$ cat src/include/sbcp_pkg.sv
// Constants, state codes and carrier types of the serial boot command interpreter
package sbcp_pkg;

	// ----------------------------------------------------------------
	// Link characters
	// ----------------------------------------------------------------
	localparam logic [7:0] CH_COLON = 8'h3A;
	localparam logic [7:0] CH_X = 8'h58;
	localparam logic [7:0] CH_P = 8'h50;
	localparam logic [7:0] CH_L = 8'h4C;
	localparam logic [7:0] CH_DOT = 8'h2E;
	localparam logic [7:0] CH_CR = 8'h0D;
	localparam logic [7:0] CH_LF = 8'h0A;
	localparam logic [7:0] CH_ZERO = 8'h30;
	localparam logic [7:0] CH_NINE = 8'h39;
	localparam logic [7:0] CH_A_UP = 8'h41;
	localparam logic [7:0] CH_F_UP = 8'h46;
	localparam logic [7:0] CH_A_LO = 8'h61;
	localparam logic [7:0] CH_F_LO = 8'h66;
	localparam int UART_DATA_BITS = 8;
	localparam int UART_STOP_BITS = 2;

	// ----------------------------------------------------------------
	// Security and boot byte values
	// ----------------------------------------------------------------
	localparam logic [7:0] SSB_LEVEL0 = 8'hFF;
	localparam logic [7:0] SSB_LEVEL1 = 8'hFE;
	localparam logic [7:0] SSB_LEVEL2 = 8'hFC;
	localparam logic [7:0] BSB_DEFAULT = 8'hFF;
	localparam logic [7:0] SBV_DEFAULT = 8'hFC;
	localparam logic [7:0] ERASED_BYTE = 8'hFF;

	// ----------------------------------------------------------------
	// Record types and sub-commands
	// ----------------------------------------------------------------
	localparam logic [7:0] REC_PROGRAM = 8'h00;
	localparam logic [7:0] REC_WRITE = 8'h03;
	localparam logic [7:0] REC_DISPLAY = 8'h04;
	localparam logic [7:0] REC_READ = 8'h05;
	localparam logic [7:0] WR_BLOCK_ERASE = 8'h01;
	localparam logic [7:0] WR_ERASE_BOOT = 8'h04;
	localparam logic [7:0] WR_SECURITY = 8'h05;
	localparam logic [7:0] WR_BOOT_BYTE = 8'h06;
	localparam logic [7:0] WR_FULL_ERASE = 8'h07;
	localparam logic [7:0] RD_IDENT = 8'h00;
	localparam logic [7:0] RD_BOOT = 8'h07;
	localparam logic [7:0] SEL_FIRST = 8'h00;
	localparam logic [7:0] SEL_SECOND = 8'h01;
	localparam logic [7:0] SEL_THIRD = 8'h02;
	localparam logic [7:0] DISP_BLANK = 8'h01;
	localparam int MAX_DATA = 128;
	localparam int PAGE_BYTES = 128;

	// ----------------------------------------------------------------
	// Register map (byte addresses) and fields
	// ----------------------------------------------------------------
	localparam logic [3:0] REG_CTRL = 4'h0;
	localparam logic [3:0] REG_STATUS = 4'h4;
	localparam logic [3:0] REG_BAUD = 4'h8;
	localparam logic [3:0] REG_BOOT = 4'hC;
	localparam int CTRL_CHIP_ERASE = 0;

	typedef enum logic [6:0] {
		ST_OSC = 7'b0000001,
		ST_BAUD = 7'b0000010,
		ST_BAUD_END = 7'b0000100,
		ST_FRAME = 7'b0001000,
		ST_EXEC = 7'b0010000,
		ST_ERASE = 7'b0100000,
		ST_RESP = 7'b1000000
	} sbcp_state_t;

	typedef struct packed {
		logic we;
		logic [15:0] addr;
		logic [7:0] data;
	} sbcp_mem_t;

endpackage : sbcp_pkg

$ cat src/logic/sbcp_top.sv
// Serial boot command interpreter: autobaud UART, hex record parser, security and erase engine
//
// Our own choices: the register offsets and the Avalon-MM slave port.
module sbcp_top #(
	parameter int FLASH_BYTES = 65536,
	parameter logic [7:0] ID_BYTE = 8'h5A // Arbitrary identity value
) (
	input wire logic clock,
	input wire logic rst,
	input wire logic [3:0] avs_address,
	input wire logic avs_read,
	input wire logic avs_write,
	input wire logic [31:0] avs_writedata,
	output logic [31:0] avs_readdata,
	output logic avs_waitrequest,
	input wire logic uart_rx,
	output logic uart_tx,
	input wire logic secondary_oscillator_active,
	input wire logic primary_oscillator_ready,
	output logic primary_oscillator_enable,
	output logic osc_select_primary,
	output sbcp_pkg::sbcp_mem_t flash_wr
);
	import sbcp_pkg::*;

	// ----------------------------------------------------------------
	// Helpers
	// ----------------------------------------------------------------
	function automatic logic [4:0] hex_val(input logic [7:0] c);
		if (c >= CH_ZERO && c <= CH_NINE) begin
			return {1'b1, c[3:0]};
		end else if ((c >= CH_A_UP && c <= CH_F_UP) || (c >= CH_A_LO && c <= CH_F_LO)) begin
			return {1'b1, 4'(c[3:0] + 4'h9)};
		end
		return 5'h00;
	endfunction : hex_val

	function automatic logic [7:0] hex_char(input logic [3:0] n);
		return (n < 4'hA) ? 8'(CH_ZERO + {4'h0, n}) : 8'(CH_A_UP + {4'h0, n} - 8'h0A);
	endfunction : hex_char

	function automatic logic [23:0] line3(input logic [7:0] c);
		return {CH_LF, CH_CR, c};
	endfunction : line3

	function automatic logic [1:0] sec_level(input logic [7:0] s);
		if (s == SSB_LEVEL0) begin
			return 2'd0;
		end else if (s == SSB_LEVEL1) begin
			return 2'd1;
		end
		return 2'd2; // Any unknown pattern is treated as most secure
	endfunction : sec_level

	// ----------------------------------------------------------------
	// Declarations
	// ----------------------------------------------------------------
	sbcp_state_t state_r;
	logic rx_s1, rx_s2, sec_s1, sec_s2, rdy_s1, rdy_s2;
	logic [1:0] osc_wait_r;
	logic prim_en_r, osc_sel_r;
	logic [15:0] bit_len_r;
	logic [16:0] ab_cnt_r;
	logic rx_busy_r, rx_valid_r;
	logic [15:0] rx_cnt_r;
	logic [3:0] rx_bit_r;
	logic [7:0] rx_sh_r, rx_byte_r;
	logic tx_busy_r, tx_r;
	logic [15:0] tx_cnt_r;
	logic [3:0] tx_n_r;
	logic [9:0] tx_sh_r;
	logic echo_pend_r;
	logic [7:0] echo_byte_r;
	logic tx_go, tx_echo;
	logic [7:0] tx_data;
	logic in_frame_r, hi_phase_r, chk_ok_r;
	logic [3:0] nib_hi_r;
	logic [8:0] idx_r;
	logic [7:0] len_r, type_r, sum_r;
	logic [15:0] addr_r;
	logic [7:0] data_mem [MAX_DATA];
	logic [4:0] cur_nib;
	logic [7:0] cur_byte;
	logic byte_done, data_we;
	logic [8:0] data_idx;
	logic [47:0] resp_buf_r;
	logic [2:0] resp_n_r;
	logic [7:0] ssb_r, bsb_r, sbv_r;
	logic [15:0] eng_addr_r, eng_last_r;
	logic [6:0] eng_idx_r;
	logic eng_fill_r, eng_full_r;
	logic erase_req_r, erase_take;
	sbcp_mem_t flash_wr_r;
	logic wait_r;
	logic [31:0] rdata_r;
	logic [47:0] ex_buf;
	logic [2:0] ex_n;
	logic ex_eng, ex_fill, ex_full;
	logic [15:0] ex_start, ex_last;
	logic [7:0] ex_ssb, ex_bsb, ex_sbv;
	logic [1:0] lv;
	logic [7:0] refuse_ch, d0, d1, d2, rd_val;
	logic [8:0] page_end;

	assign uart_tx = tx_r;
	assign primary_oscillator_enable = prim_en_r;
	assign osc_select_primary = osc_sel_r;
	assign flash_wr = flash_wr_r;
	assign avs_waitrequest = wait_r;
	assign avs_readdata = rdata_r;

	// ----------------------------------------------------------------
	// Input synchronisers
	// ----------------------------------------------------------------
	always_ff @(posedge clock or posedge rst) begin
		if (rst) begin
			rx_s1 <= 1'b1;
			rx_s2 <= 1'b1;
			sec_s1 <= 1'b0;
			sec_s2 <= 1'b0;
			rdy_s1 <= 1'b0;
			rdy_s2 <= 1'b0;
		end else begin
			rx_s1 <= uart_rx;
			rx_s2 <= rx_s1;
			sec_s1 <= secondary_oscillator_active;
			sec_s2 <= sec_s1;
			rdy_s1 <= primary_oscillator_ready;
			rdy_s2 <= rdy_s1;
		end
	end

	// ----------------------------------------------------------------
	// Receiver, one start, eight data, stop checked
	// ----------------------------------------------------------------
	always_ff @(posedge clock or posedge rst) begin
		if (rst) begin
			rx_busy_r <= 1'b0;
			rx_valid_r <= 1'b0;
			rx_cnt_r <= 16'h0000;
			rx_bit_r <= 4'h0;
			rx_sh_r <= 8'h00;
			rx_byte_r <= 8'h00;
		end else begin
			rx_valid_r <= 1'b0;
			if (state_r inside {ST_OSC, ST_BAUD, ST_BAUD_END}) begin
				rx_busy_r <= 1'b0;
			end else if (!rx_busy_r) begin
				if (!rx_s2) begin
					rx_busy_r <= 1'b1;
					rx_cnt_r <= {1'b0, bit_len_r[15:1]}; // Sample mid-bit
					rx_bit_r <= 4'h0;
				end
			end else if (rx_cnt_r != 16'h0000) begin
				rx_cnt_r <= rx_cnt_r - 16'h0001;
			end else if (rx_bit_r == 4'h0) begin
				rx_busy_r <= !rx_s2; // Glitch shorter than half a bit is dropped
				rx_cnt_r <= bit_len_r - 16'h0001;
				rx_bit_r <= 4'h1;
			end else if (rx_bit_r <= 4'(UART_DATA_BITS)) begin
				rx_sh_r <= {rx_s2, rx_sh_r[7:1]};
				rx_cnt_r <= bit_len_r - 16'h0001;
				rx_bit_r <= rx_bit_r + 4'h1;
			end else begin
				rx_busy_r <= 1'b0;
				rx_valid_r <= rx_s2;
				rx_byte_r <= rx_sh_r;
			end
		end
	end

	// ----------------------------------------------------------------
	// Transmitter; echo outranks the response
	// ----------------------------------------------------------------
	assign tx_echo = echo_pend_r;
	assign tx_go = !tx_busy_r && (echo_pend_r || (state_r == ST_RESP && resp_n_r != 3'd0));
	assign tx_data = echo_pend_r ? echo_byte_r : resp_buf_r[7:0];

	always_ff @(posedge clock or posedge rst) begin
		if (rst) begin
			tx_busy_r <= 1'b0;
			tx_r <= 1'b1;
			tx_cnt_r <= 16'h0000;
			tx_n_r <= 4'h0;
			tx_sh_r <= 10'h3FF;
		end else if (tx_go) begin
			tx_busy_r <= 1'b1;
			tx_r <= 1'b0;
			tx_sh_r <= {{UART_STOP_BITS{1'b1}}, tx_data};
			tx_n_r <= 4'(UART_DATA_BITS + UART_STOP_BITS);
			tx_cnt_r <= bit_len_r - 16'h0001;
		end else if (tx_busy_r) begin
			if (tx_cnt_r != 16'h0000) begin
				tx_cnt_r <= tx_cnt_r - 16'h0001;
			end else if (tx_n_r == 4'h0) begin
				tx_busy_r <= 1'b0;
			end else begin
				tx_r <= tx_sh_r[0];
				tx_sh_r <= {1'b1, tx_sh_r[9:1]};
				tx_n_r <= tx_n_r - 4'h1;
				tx_cnt_r <= bit_len_r - 16'h0001;
			end
		end
	end

	always_ff @(posedge clock or posedge rst) begin
		if (rst) begin
			echo_pend_r <= 1'b0;
			echo_byte_r <= 8'h00;
		end else if (rx_valid_r) begin
			echo_pend_r <= 1'b1;
			echo_byte_r <= rx_byte_r;
		end else if (tx_go && tx_echo) begin
			echo_pend_r <= 1'b0;
		end
	end

	// ----------------------------------------------------------------
	// Record parser datapath
	// ----------------------------------------------------------------
	always_comb begin
		cur_nib = hex_val(rx_byte_r);
		cur_byte = {nib_hi_r, cur_nib[3:0]};
		byte_done = state_r == ST_FRAME && rx_valid_r && in_frame_r && rx_byte_r != CH_COLON
			&& cur_nib[4] && !hi_phase_r;
		data_idx = idx_r - 9'd4;
		data_we = byte_done && idx_r >= 9'd4 && idx_r < {1'b0, len_r} + 9'd4
			&& data_idx < 9'(MAX_DATA);
	end

	always_ff @(posedge clock) begin
		if (data_we) begin
			data_mem[data_idx[6:0]] <= cur_byte;
		end
	end

	// ----------------------------------------------------------------
	// Command decode
	// ----------------------------------------------------------------
	always_comb begin
		d0 = data_mem[0];
		d1 = data_mem[1];
		d2 = data_mem[2];
		lv = sec_level(ssb_r);
		refuse_ch = (lv == 2'd1) ? CH_P : CH_L;
		page_end = {2'b00, addr_r[6:0]} + {1'b0, len_r};
		rd_val = ID_BYTE;
		ex_buf = {24'h000000, line3(CH_DOT)};
		ex_n = 3'd3;
		ex_eng = 1'b0;
		ex_fill = 1'b1;
		ex_full = 1'b0;
		ex_start = 16'h0000;
		ex_last = 16'h0000;
		ex_ssb = ssb_r;
		ex_bsb = bsb_r;
		ex_sbv = sbv_r;
		if (!chk_ok_r) begin
			ex_buf = {24'h000000, line3(CH_X)};
		end else begin
			case (type_r)
				REC_PROGRAM: begin
					if (lv != 2'd0) begin
						ex_buf = {24'h000000, line3(refuse_ch)};
					end else if (len_r > 8'(MAX_DATA) || page_end > 9'(PAGE_BYTES)) begin
						ex_buf = {24'h000000, line3(CH_X)};
					end else if (len_r != 8'h00) begin
						ex_eng = 1'b1;
						ex_fill = 1'b0;
						ex_start = addr_r;
						ex_last = addr_r + {8'h00, len_r} - 16'h0001;
					end
				end
				REC_WRITE: begin
					case (d0)
						WR_BLOCK_ERASE: begin
							if (lv != 2'd0) begin
								ex_buf = {24'h000000, line3(refuse_ch)};
							end else begin
								ex_eng = 1'b1;
								ex_start = {d1, 8'h00};
								case (d1)
									8'h00: ex_last = 16'h1FFF;
									8'h20: ex_last = 16'h3FFF;
									8'h40: ex_last = 16'h7FFF;
									8'h80: ex_last = 16'hBFFF;
									default: ex_last = 16'hFFFF;
								endcase
							end
						end
						WR_ERASE_BOOT, WR_BOOT_BYTE: begin
							if (lv != 2'd0) begin
								ex_buf = {24'h000000, line3(refuse_ch)};
							end else if (d0 == WR_ERASE_BOOT) begin
								ex_bsb = ERASED_BYTE;
								ex_sbv = ERASED_BYTE;
							end else if (d1 == SEL_FIRST) begin
								ex_bsb = d2;
							end else if (d1 == SEL_SECOND) begin
								ex_sbv = d2;
							end
						end
						WR_SECURITY: begin
							// Only moves upward; a lowering request answers but changes nothing
							if (d1 == SEL_FIRST && lv == 2'd0) begin
								ex_ssb = SSB_LEVEL1;
							end else if (d1 == SEL_SECOND && lv != 2'd2) begin
								ex_ssb = SSB_LEVEL2;
							end
						end
						WR_FULL_ERASE: begin
							ex_eng = 1'b1;
							ex_full = 1'b1;
							ex_last = 16'(FLASH_BYTES - 1);
						end
						default: ;
					endcase
				end
				REC_DISPLAY: begin
					if (lv == 2'd2 && data_mem[4] != DISP_BLANK) begin
						ex_buf = {24'h000000, line3(CH_L)};
					end
				end
				REC_READ: begin
					if (d0 == RD_BOOT) begin
						rd_val = (d1 == SEL_FIRST) ? ssb_r : (d1 == SEL_SECOND) ? bsb_r : sbv_r;
					end
					if (d0 == RD_BOOT && d1 != SEL_FIRST && lv == 2'd2) begin
						ex_buf = {24'h000000, line3(CH_L)};
					end else begin
						ex_buf = {8'h00, CH_LF, CH_CR, CH_DOT, hex_char(rd_val[3:0]),
							hex_char(rd_val[7:4])};
						ex_n = 3'd5;
					end
				end
				default: ;
			endcase
		end
	end

	// ----------------------------------------------------------------
	// Main sequencer
	// ----------------------------------------------------------------
	assign erase_take = state_r == ST_FRAME && !in_frame_r && erase_req_r;

	always_ff @(posedge clock or posedge rst) begin
		if (rst) begin
			state_r <= ST_OSC;
			osc_wait_r <= 2'd0;
			prim_en_r <= 1'b0;
			osc_sel_r <= 1'b0;
			bit_len_r <= 16'h0001;
			ab_cnt_r <= 17'h00000;
			in_frame_r <= 1'b0;
			hi_phase_r <= 1'b1;
			chk_ok_r <= 1'b0;
			nib_hi_r <= 4'h0;
			idx_r <= 9'd0;
			len_r <= 8'h00;
			type_r <= 8'h00;
			sum_r <= 8'h00;
			addr_r <= 16'h0000;
			resp_buf_r <= 48'h000000000000;
			resp_n_r <= 3'd0;
			ssb_r <= SSB_LEVEL0;
			bsb_r <= BSB_DEFAULT;
			sbv_r <= SBV_DEFAULT;
			eng_addr_r <= 16'h0000;
			eng_last_r <= 16'h0000;
			eng_idx_r <= 7'd0;
			eng_fill_r <= 1'b1;
			eng_full_r <= 1'b0;
		end else begin
			unique case (state_r)
				ST_OSC: begin
					// Two synchroniser stages must fill before the strap is trusted
					if (osc_wait_r != 2'd3) begin
						osc_wait_r <= osc_wait_r + 2'd1;
					end else if (!sec_s2) begin
						state_r <= ST_BAUD;
					end else begin
						prim_en_r <= 1'b1;
						if (rdy_s2) begin
							osc_sel_r <= 1'b1;
							state_r <= ST_BAUD;
						end
					end
				end
				ST_BAUD: begin
					// Start bit of the opening character is one bit time low
					if (!rx_s2) begin
						ab_cnt_r <= ab_cnt_r + 17'd1;
					end else if (ab_cnt_r != 17'd0) begin
						bit_len_r <= (ab_cnt_r[16] != 1'b0) ? 16'hFFFF : ab_cnt_r[15:0];
						ab_cnt_r <= 17'd0;
						state_r <= ST_BAUD_END;
					end
				end
				ST_BAUD_END: begin
					// The rest of the opening character never idles two bit times
					ab_cnt_r <= rx_s2 ? ab_cnt_r + 17'd1 : 17'd0;
					if (ab_cnt_r == {bit_len_r, 1'b0}) begin
						state_r <= ST_FRAME;
					end
				end
				ST_FRAME: begin
					if (erase_take) begin
						eng_addr_r <= 16'h0000;
						eng_last_r <= 16'(FLASH_BYTES - 1);
						eng_fill_r <= 1'b1;
						eng_full_r <= 1'b1;
						resp_n_r <= 3'd0;
						state_r <= ST_ERASE;
					end else if (rx_valid_r) begin
						if (rx_byte_r == CH_COLON) begin
							in_frame_r <= 1'b1;
							hi_phase_r <= 1'b1;
							idx_r <= 9'd0;
							sum_r <= 8'h00;
						end else if (in_frame_r) begin
							if (!cur_nib[4]) begin
								in_frame_r <= 1'b0; // Stray character drops the frame
							end else if (hi_phase_r) begin
								nib_hi_r <= cur_nib[3:0];
								hi_phase_r <= 1'b0;
							end else begin
								hi_phase_r <= 1'b1;
								sum_r <= sum_r + cur_byte;
								idx_r <= idx_r + 9'd1;
								case (idx_r)
									9'd0: len_r <= cur_byte;
									9'd1: addr_r[15:8] <= cur_byte;
									9'd2: addr_r[7:0] <= cur_byte;
									9'd3: type_r <= cur_byte;
									default: ;
								endcase
								if (idx_r == {1'b0, len_r} + 9'd4 && idx_r >= 9'd4) begin
									in_frame_r <= 1'b0;
									chk_ok_r <= 8'(sum_r + cur_byte) == 8'h00;
									state_r <= ST_EXEC;
								end
							end
						end
					end
				end
				ST_EXEC: begin
					resp_buf_r <= ex_buf;
					resp_n_r <= ex_n;
					ssb_r <= ex_ssb;
					bsb_r <= ex_bsb;
					sbv_r <= ex_sbv;
					eng_addr_r <= ex_start;
					eng_last_r <= ex_last;
					eng_idx_r <= 7'd0;
					eng_fill_r <= ex_fill;
					eng_full_r <= ex_full;
					state_r <= ex_eng ? ST_ERASE : ST_RESP;
				end
				ST_ERASE: begin
					eng_addr_r <= eng_addr_r + 16'h0001;
					eng_idx_r <= eng_idx_r + 7'd1;
					if (eng_addr_r == eng_last_r) begin
						if (eng_full_r) begin
							ssb_r <= SSB_LEVEL0;
							bsb_r <= BSB_DEFAULT;
							sbv_r <= SBV_DEFAULT;
						end
						state_r <= ST_RESP;
					end
				end
				ST_RESP: begin
					if (tx_go && !tx_echo) begin
						resp_buf_r <= {8'h00, resp_buf_r[47:8]};
						resp_n_r <= resp_n_r - 3'd1;
					end else if (resp_n_r == 3'd0 && !tx_busy_r && !echo_pend_r) begin
						state_r <= ST_FRAME;
					end
				end
			endcase
		end
	end

	// ----------------------------------------------------------------
	// Flash write port; engine addresses are driven without any check against FLASH_BYTES
	// ----------------------------------------------------------------
	always_ff @(posedge clock or posedge rst) begin
		if (rst) begin
			flash_wr_r <= '0;
		end else begin
			flash_wr_r.we <= state_r == ST_ERASE;
			flash_wr_r.addr <= eng_addr_r;
			flash_wr_r.data <= eng_fill_r ? ERASED_BYTE : data_mem[eng_idx_r];
		end
	end

	// ----------------------------------------------------------------
	// Avalon-MM slave, one wait cycle per access
	// ----------------------------------------------------------------
	always_ff @(posedge clock or posedge rst) begin
		if (rst) begin
			wait_r <= 1'b1;
			rdata_r <= 32'h00000000;
			erase_req_r <= 1'b0;
		end else begin
			wait_r <= !((avs_read || avs_write) && wait_r);
			if (avs_write && !wait_r && avs_address == REG_CTRL
				&& avs_writedata[CTRL_CHIP_ERASE]) begin
				erase_req_r <= 1'b1;
			end else if (erase_take) begin
				erase_req_r <= 1'b0;
			end
			if (avs_read && wait_r) begin
				case (avs_address)
					REG_CTRL: rdata_r <= {31'h00000000, erase_req_r};
					REG_STATUS: rdata_r <= {21'h000000, osc_sel_r, prim_en_r, lv, state_r};
					REG_BAUD: rdata_r <= {16'h0000, bit_len_r};
					REG_BOOT: rdata_r <= {8'h00, sbv_r, bsb_r, ssb_r};
					default: rdata_r <= 32'h00000000;
				endcase
			end
		end
	end

endmodule : sbcp_top

$ cat config.mk
export PLATFORM = sky130hd
export DESIGN_NAME = sbcp_top
export DESIGN_NICKNAME = d
export VERILOG_FILES = /design/src/include/sbcp_pkg.sv /design/src/logic/sbcp_top.sv
export SDC_FILE = /design/constraint.sdc
export NUM_CORES = 2
export LEC_CHECK = 0
export ABC_AREA = 0
export ABC_CLOCK_PERIOD_IN_PS = 12100
export BUFFER_PORTS_ARGS = -buffer_cell sky130_fd_sc_hd__buf_4
export CORE_MARGIN = 2
export CORE_UTILIZATION = 55
export CTS_CLUSTER_DIAMETER = 50
export DETAILED_ROUTE_END_ITERATION = 10
export GPL_TIMING_DRIVEN = 1
export PLACE_DENSITY = 0.81
export SLEW_MARGIN = 20
export SYNTH_ARGS = -nofsm -noshare
export SYNTH_HDL_FRONTEND = slang
export SYNTH_SLANG_ARGS = --single-unit
$ cat constraint.sdc
create_clock -name clock -period 12.1 [get_ports clock]
set_clock_uncertainty 0.1 [all_clocks]
set_input_delay 2.42 -clock clock [delete_from_list [all_inputs] [get_ports clock]]
set_output_delay 2.42 -clock clock [all_outputs]
set_load 0.05 [all_outputs]
==> flow_metrics.py <==
metrics = {
    "drt": {
        "vias_per_cell": 6.55,
        "route.detailed.drc": 0,
        "drt_wl_total_um": 144000,
        "first_pass_iters": 6,
        "antenna_left": 0,
        "initialDrtViolationCount": 4394,
        "wl_per_cell_um": 28.1,
        "vias": 33700,
    },
    "floorplan": {
        "pin_count": 104,
        "coreArea_um2": 104000,
        "dieArea_um2": 107000,
        "die_w_um": 327,
        "die_h_um": 327,
        "initial_core_util": 0.555,
        "rows": 118,
    },
    "final_layout": {
        "area_growth_pct": 11.3,
        "fin_nets": 3774,
        "fill_cells": 7053,
        "drive_gt1_frac": 0.212,
        "fin_util": 0.618,
    },
    "critical_path": {
        "cp.arrival_ns": 5.62,
        "cp_max_fo": 50,
        "reg2regPathDepth": 6,
        "critPathKind": "flip-flop to flip-flop",
        "cpMostUsedCell": "mux4_2",
        "setup.worst_path.end_class": "flip-flop",
        "slowest_delay_ns": 1.00,
        "critPathRequiredTime_ns": 12.67,
        "crit_slowest_cell": "dfrtp_4",
        "startpoint_type": "flip-flop",
        "path_cells": "buf_4, buf_4, mux4_2, mux4_2, mux4_2, o22a_1",
    },
    "sta": {
        "worst_slack_ns": 7.05,
        "setup_violations": 0,
        "whs_ns": 0.263,
        "max_clock_freq_mhz": 198,
        "worstMarginPinSlew_ns": 1.21,
        "hold_viol_final": 0,
        "finalCritPeriodShare": 0.417,
        "grt_setup_unrepaired": "no",
        "period_needed_ns": 5.05,
        "finalSetupTns_ns": 0,
        "relSlewSlack": 0.185,
        "drv_slew": 0,
    },
    "hold_path": {
        "whs_path_depth": 0,
        "hold_path_class": "flip-flop to flip-flop",
    },
    "grt": {
        "grt_max_degree": 176,
        "grt_antenna_before_repair": 3,
        "grt_pass1_wl_um": 217000,
        "grt_pass1_vias": 33500,
        "grt-ovfl-total": 0,
        "track_usage": 0.272,
    },
    "clock_tree": {
        "cts_sinks": 1339,
        "cts_buffers": 140,
        "hold_buffers": 0,
        "cts_buffer_depth": 3,
        "postCtsSetupBuffers": 0,
        "postCtsResizedCells": 0,
        "cts_tree": "done",
        "clock_latency_ns": 0.77,
        "cts-htree-levels": 4,
        "cts_root_buffer": "clkbuf_16",
        "clk_pin_slew_ns": 0.06,
    },
    "yosys": {
        "synth.area.top_cells": "edfxtp_1 (53%), mux4_2 (13%), dfrtp_1 (12%)",
        "synth_top_cell_area_share": 0.535,
        "yosys_register_bits": 1339,
        "synth_area_um2": 57500,
        "synthCells": 3599,
        "synth_area_per_cell_um2": 16.0,
        "synthFlopType": "edfxtp_1",
        "synth_warnings": 0,
        "synth_edf_count": 1024,
        "synth-seq-area-share": 0.673,
        "synthArstFlopShare": 0.235,
        "ys_types": 90,
        "yosys.area.top_type": "edfxtp_1",
    },
    "placement": {
        "placement.io_buffers": 64,
        "dp_slack_ns": 6.97,
        "place_congestion": 0.884,
        "hpwl_um": 83800,
    },
    "power": {
        "power_density_nw_per_um2": 178,
        "ir_worst_vdd_uv": 194,
        "total_power_mw": 11.4,
        "leakagePower_nw": 19.1,
    },
    "run_status": {
        "status": "finished clean",
    },
    "job": {
        "drv_cap": 0,
    },
}
==> cell type report <==
type                    count  area, um2  share of cell area
diodes                      1       2.50           0.0000391
clock buffers             177       3740              0.0585
clock inverters            78        943              0.0147
inverters                  87        339             0.00530
multi-input cells        1984      17700               0.277
flip-flops and latches   1339      38700               0.605
well taps                1380       1730              0.0270
repair buffers            100        800              0.0125
==> registers in the layout, indices dropped and copies added, names as in the netlist, 8 cells and up <==
| signal | count |
|---|---|
| flash_wr | 25 |
| rx_sh_r | 8 |
| rx_cnt_r | 16 |
| avs_readdata | 24 |
| echo_byte_r | 8 |
| len_r | 8 |
| bsb_r | 8 |
| eng_last_r | 16 |
| tx_cnt_r | 16 |
| sbv_r | 8 |
| data_mem | 1024 |
| bit_len_r | 16 |
| rx_byte_r | 8 |
| tx_sh_r | 8 |
| eng_addr_r | 16 |
| resp_buf_r | 19 |
| sum_r | 8 |
| type_r | 8 |
| ab_cnt_r | 17 |
| addr_r | 16 |
| idx_r | 9 |
==> worst paths after layout <==
check / startpoint / endpoint / slack, ns
max in group asynchronous: rst / rx_cnt_r[8]$_DFFE_PP0P_ / 8.70
worst max register to register: eng_idx_r[0]$_DFFE_PP0P_ / flash_wr[6]$_DFF_PP0_ / 7.05
min in group asynchronous: rst / flash_wr[23]$_DFF_PP0_ / 1.69
worst min-delay path: rx_s1$_DFF_PP1_ / rx_s2$_DFF_PP1_ / 0.26
worst max-delay path: eng_idx_r[0]$_DFFE_PP0P_ / flash_wr[6]$_DFF_PP0_ / 7.05
worst min register to register: rx_s1$_DFF_PP1_ / rx_s2$_DFF_PP1_ / 0.26
==> critical path, delay by kind of cell, from the launching register on <==
family | cells | cell delay (ns)
multiplexers | 3 | 1.79
buffers and inverters | 2 | 1.75
flip-flops | 1 | 1.00
AO/OA/AOI/OAI | 1 | 0.23
==> where the power goes <==
part / switching [mW] / total (mW) / internal [mW]
Clock: 1.89 / 4.38 / 2.49
Sequential: 0.323 / 5.43 / 5.11
Combinational: 0.919 / 1.58 / 0.660
Total: 3.13 / 11.4 / 8.26
==> layout by cell type (no fill, tap or decap), types with 31 or more instances in the layout <==
cell type     n
mux4_2      337
edfxtp_1   1024
a22o_1       31
ha_1         76
nor3_1       48
xor2_1       47
nand3_1      45
nor2_1      322
dfstp_2      32
nand2_1     236
mux2_2       57
buf_4        94
xnor2_1      52
dfrtp_1     274
o21ai_0     155
inv_1        85
a21oi_1     137
clkbuf_16   141
==> logic make-up (layout without fill, tap and decap cells) <==
| group | after synthesis | in the layout | synth area share |
|---|---|---|---|
| flip-flops | 1339 | 1339 | 0.673 |
| AND/OR/NAND/NOR | 874 | 874 | 0.0724 |
| AO/OA/AOI/OAI | 510 | 510 | 0.0555 |
| multiplexers | 414 | 414 | 0.147 |
| buffers and inverters | 283 | 442 | 0.0201 |
| XOR/XNOR | 99 | 99 | 0.0151 |
| adder cells (fa/ha/maj) | 79 | 79 | 0.0176 |
| other | 1 | 9 | 0.0000652 |
==> Yosys cell counts, drive strengths merged, types with 13 or more instances <==
cell type  number
o22a           13
nand2b         14
a22o           31
dfrtp         283
xnor2          52
or3            23
xor2           47
nor2b          21
mux2           57
or2            14
nand4          28
a21oi         137
o21ai         163
nand3          46
a211oi         21
and3           16
mux2i          20
nor3           50
buf            76
dfstp          32
nor4           37
clkbuf        120
nand2         237
ha             76
a31oi          19
mux4          337
a21o           20
nor2          329
edfxtp       1024
o211ai         13
inv            87
==> routing by layer <==
layer | global-route usage | wire, um | up-vias
met3 | 0.0484 | 13000 | 380
met4 | 0.114 | 5680 | 6
met2 | 0.449 | 72400 | 2003
met5 | 0 | 40 | -
met1 | 0.361 | 53300 | 17200
li1 | - | - | 14100
==> stage by stage <==
step | std cells | cell area, um2
final | 5146 | 64000
after CTS | 5145 | 64000
after floorplan | 3606 | 57500
after global routing | 5145 | 64000
after global placement | 4890 | 59300
after detailed placement | 4890 | 59300
No activity file was read; power rests on OpenSTA's default activity.
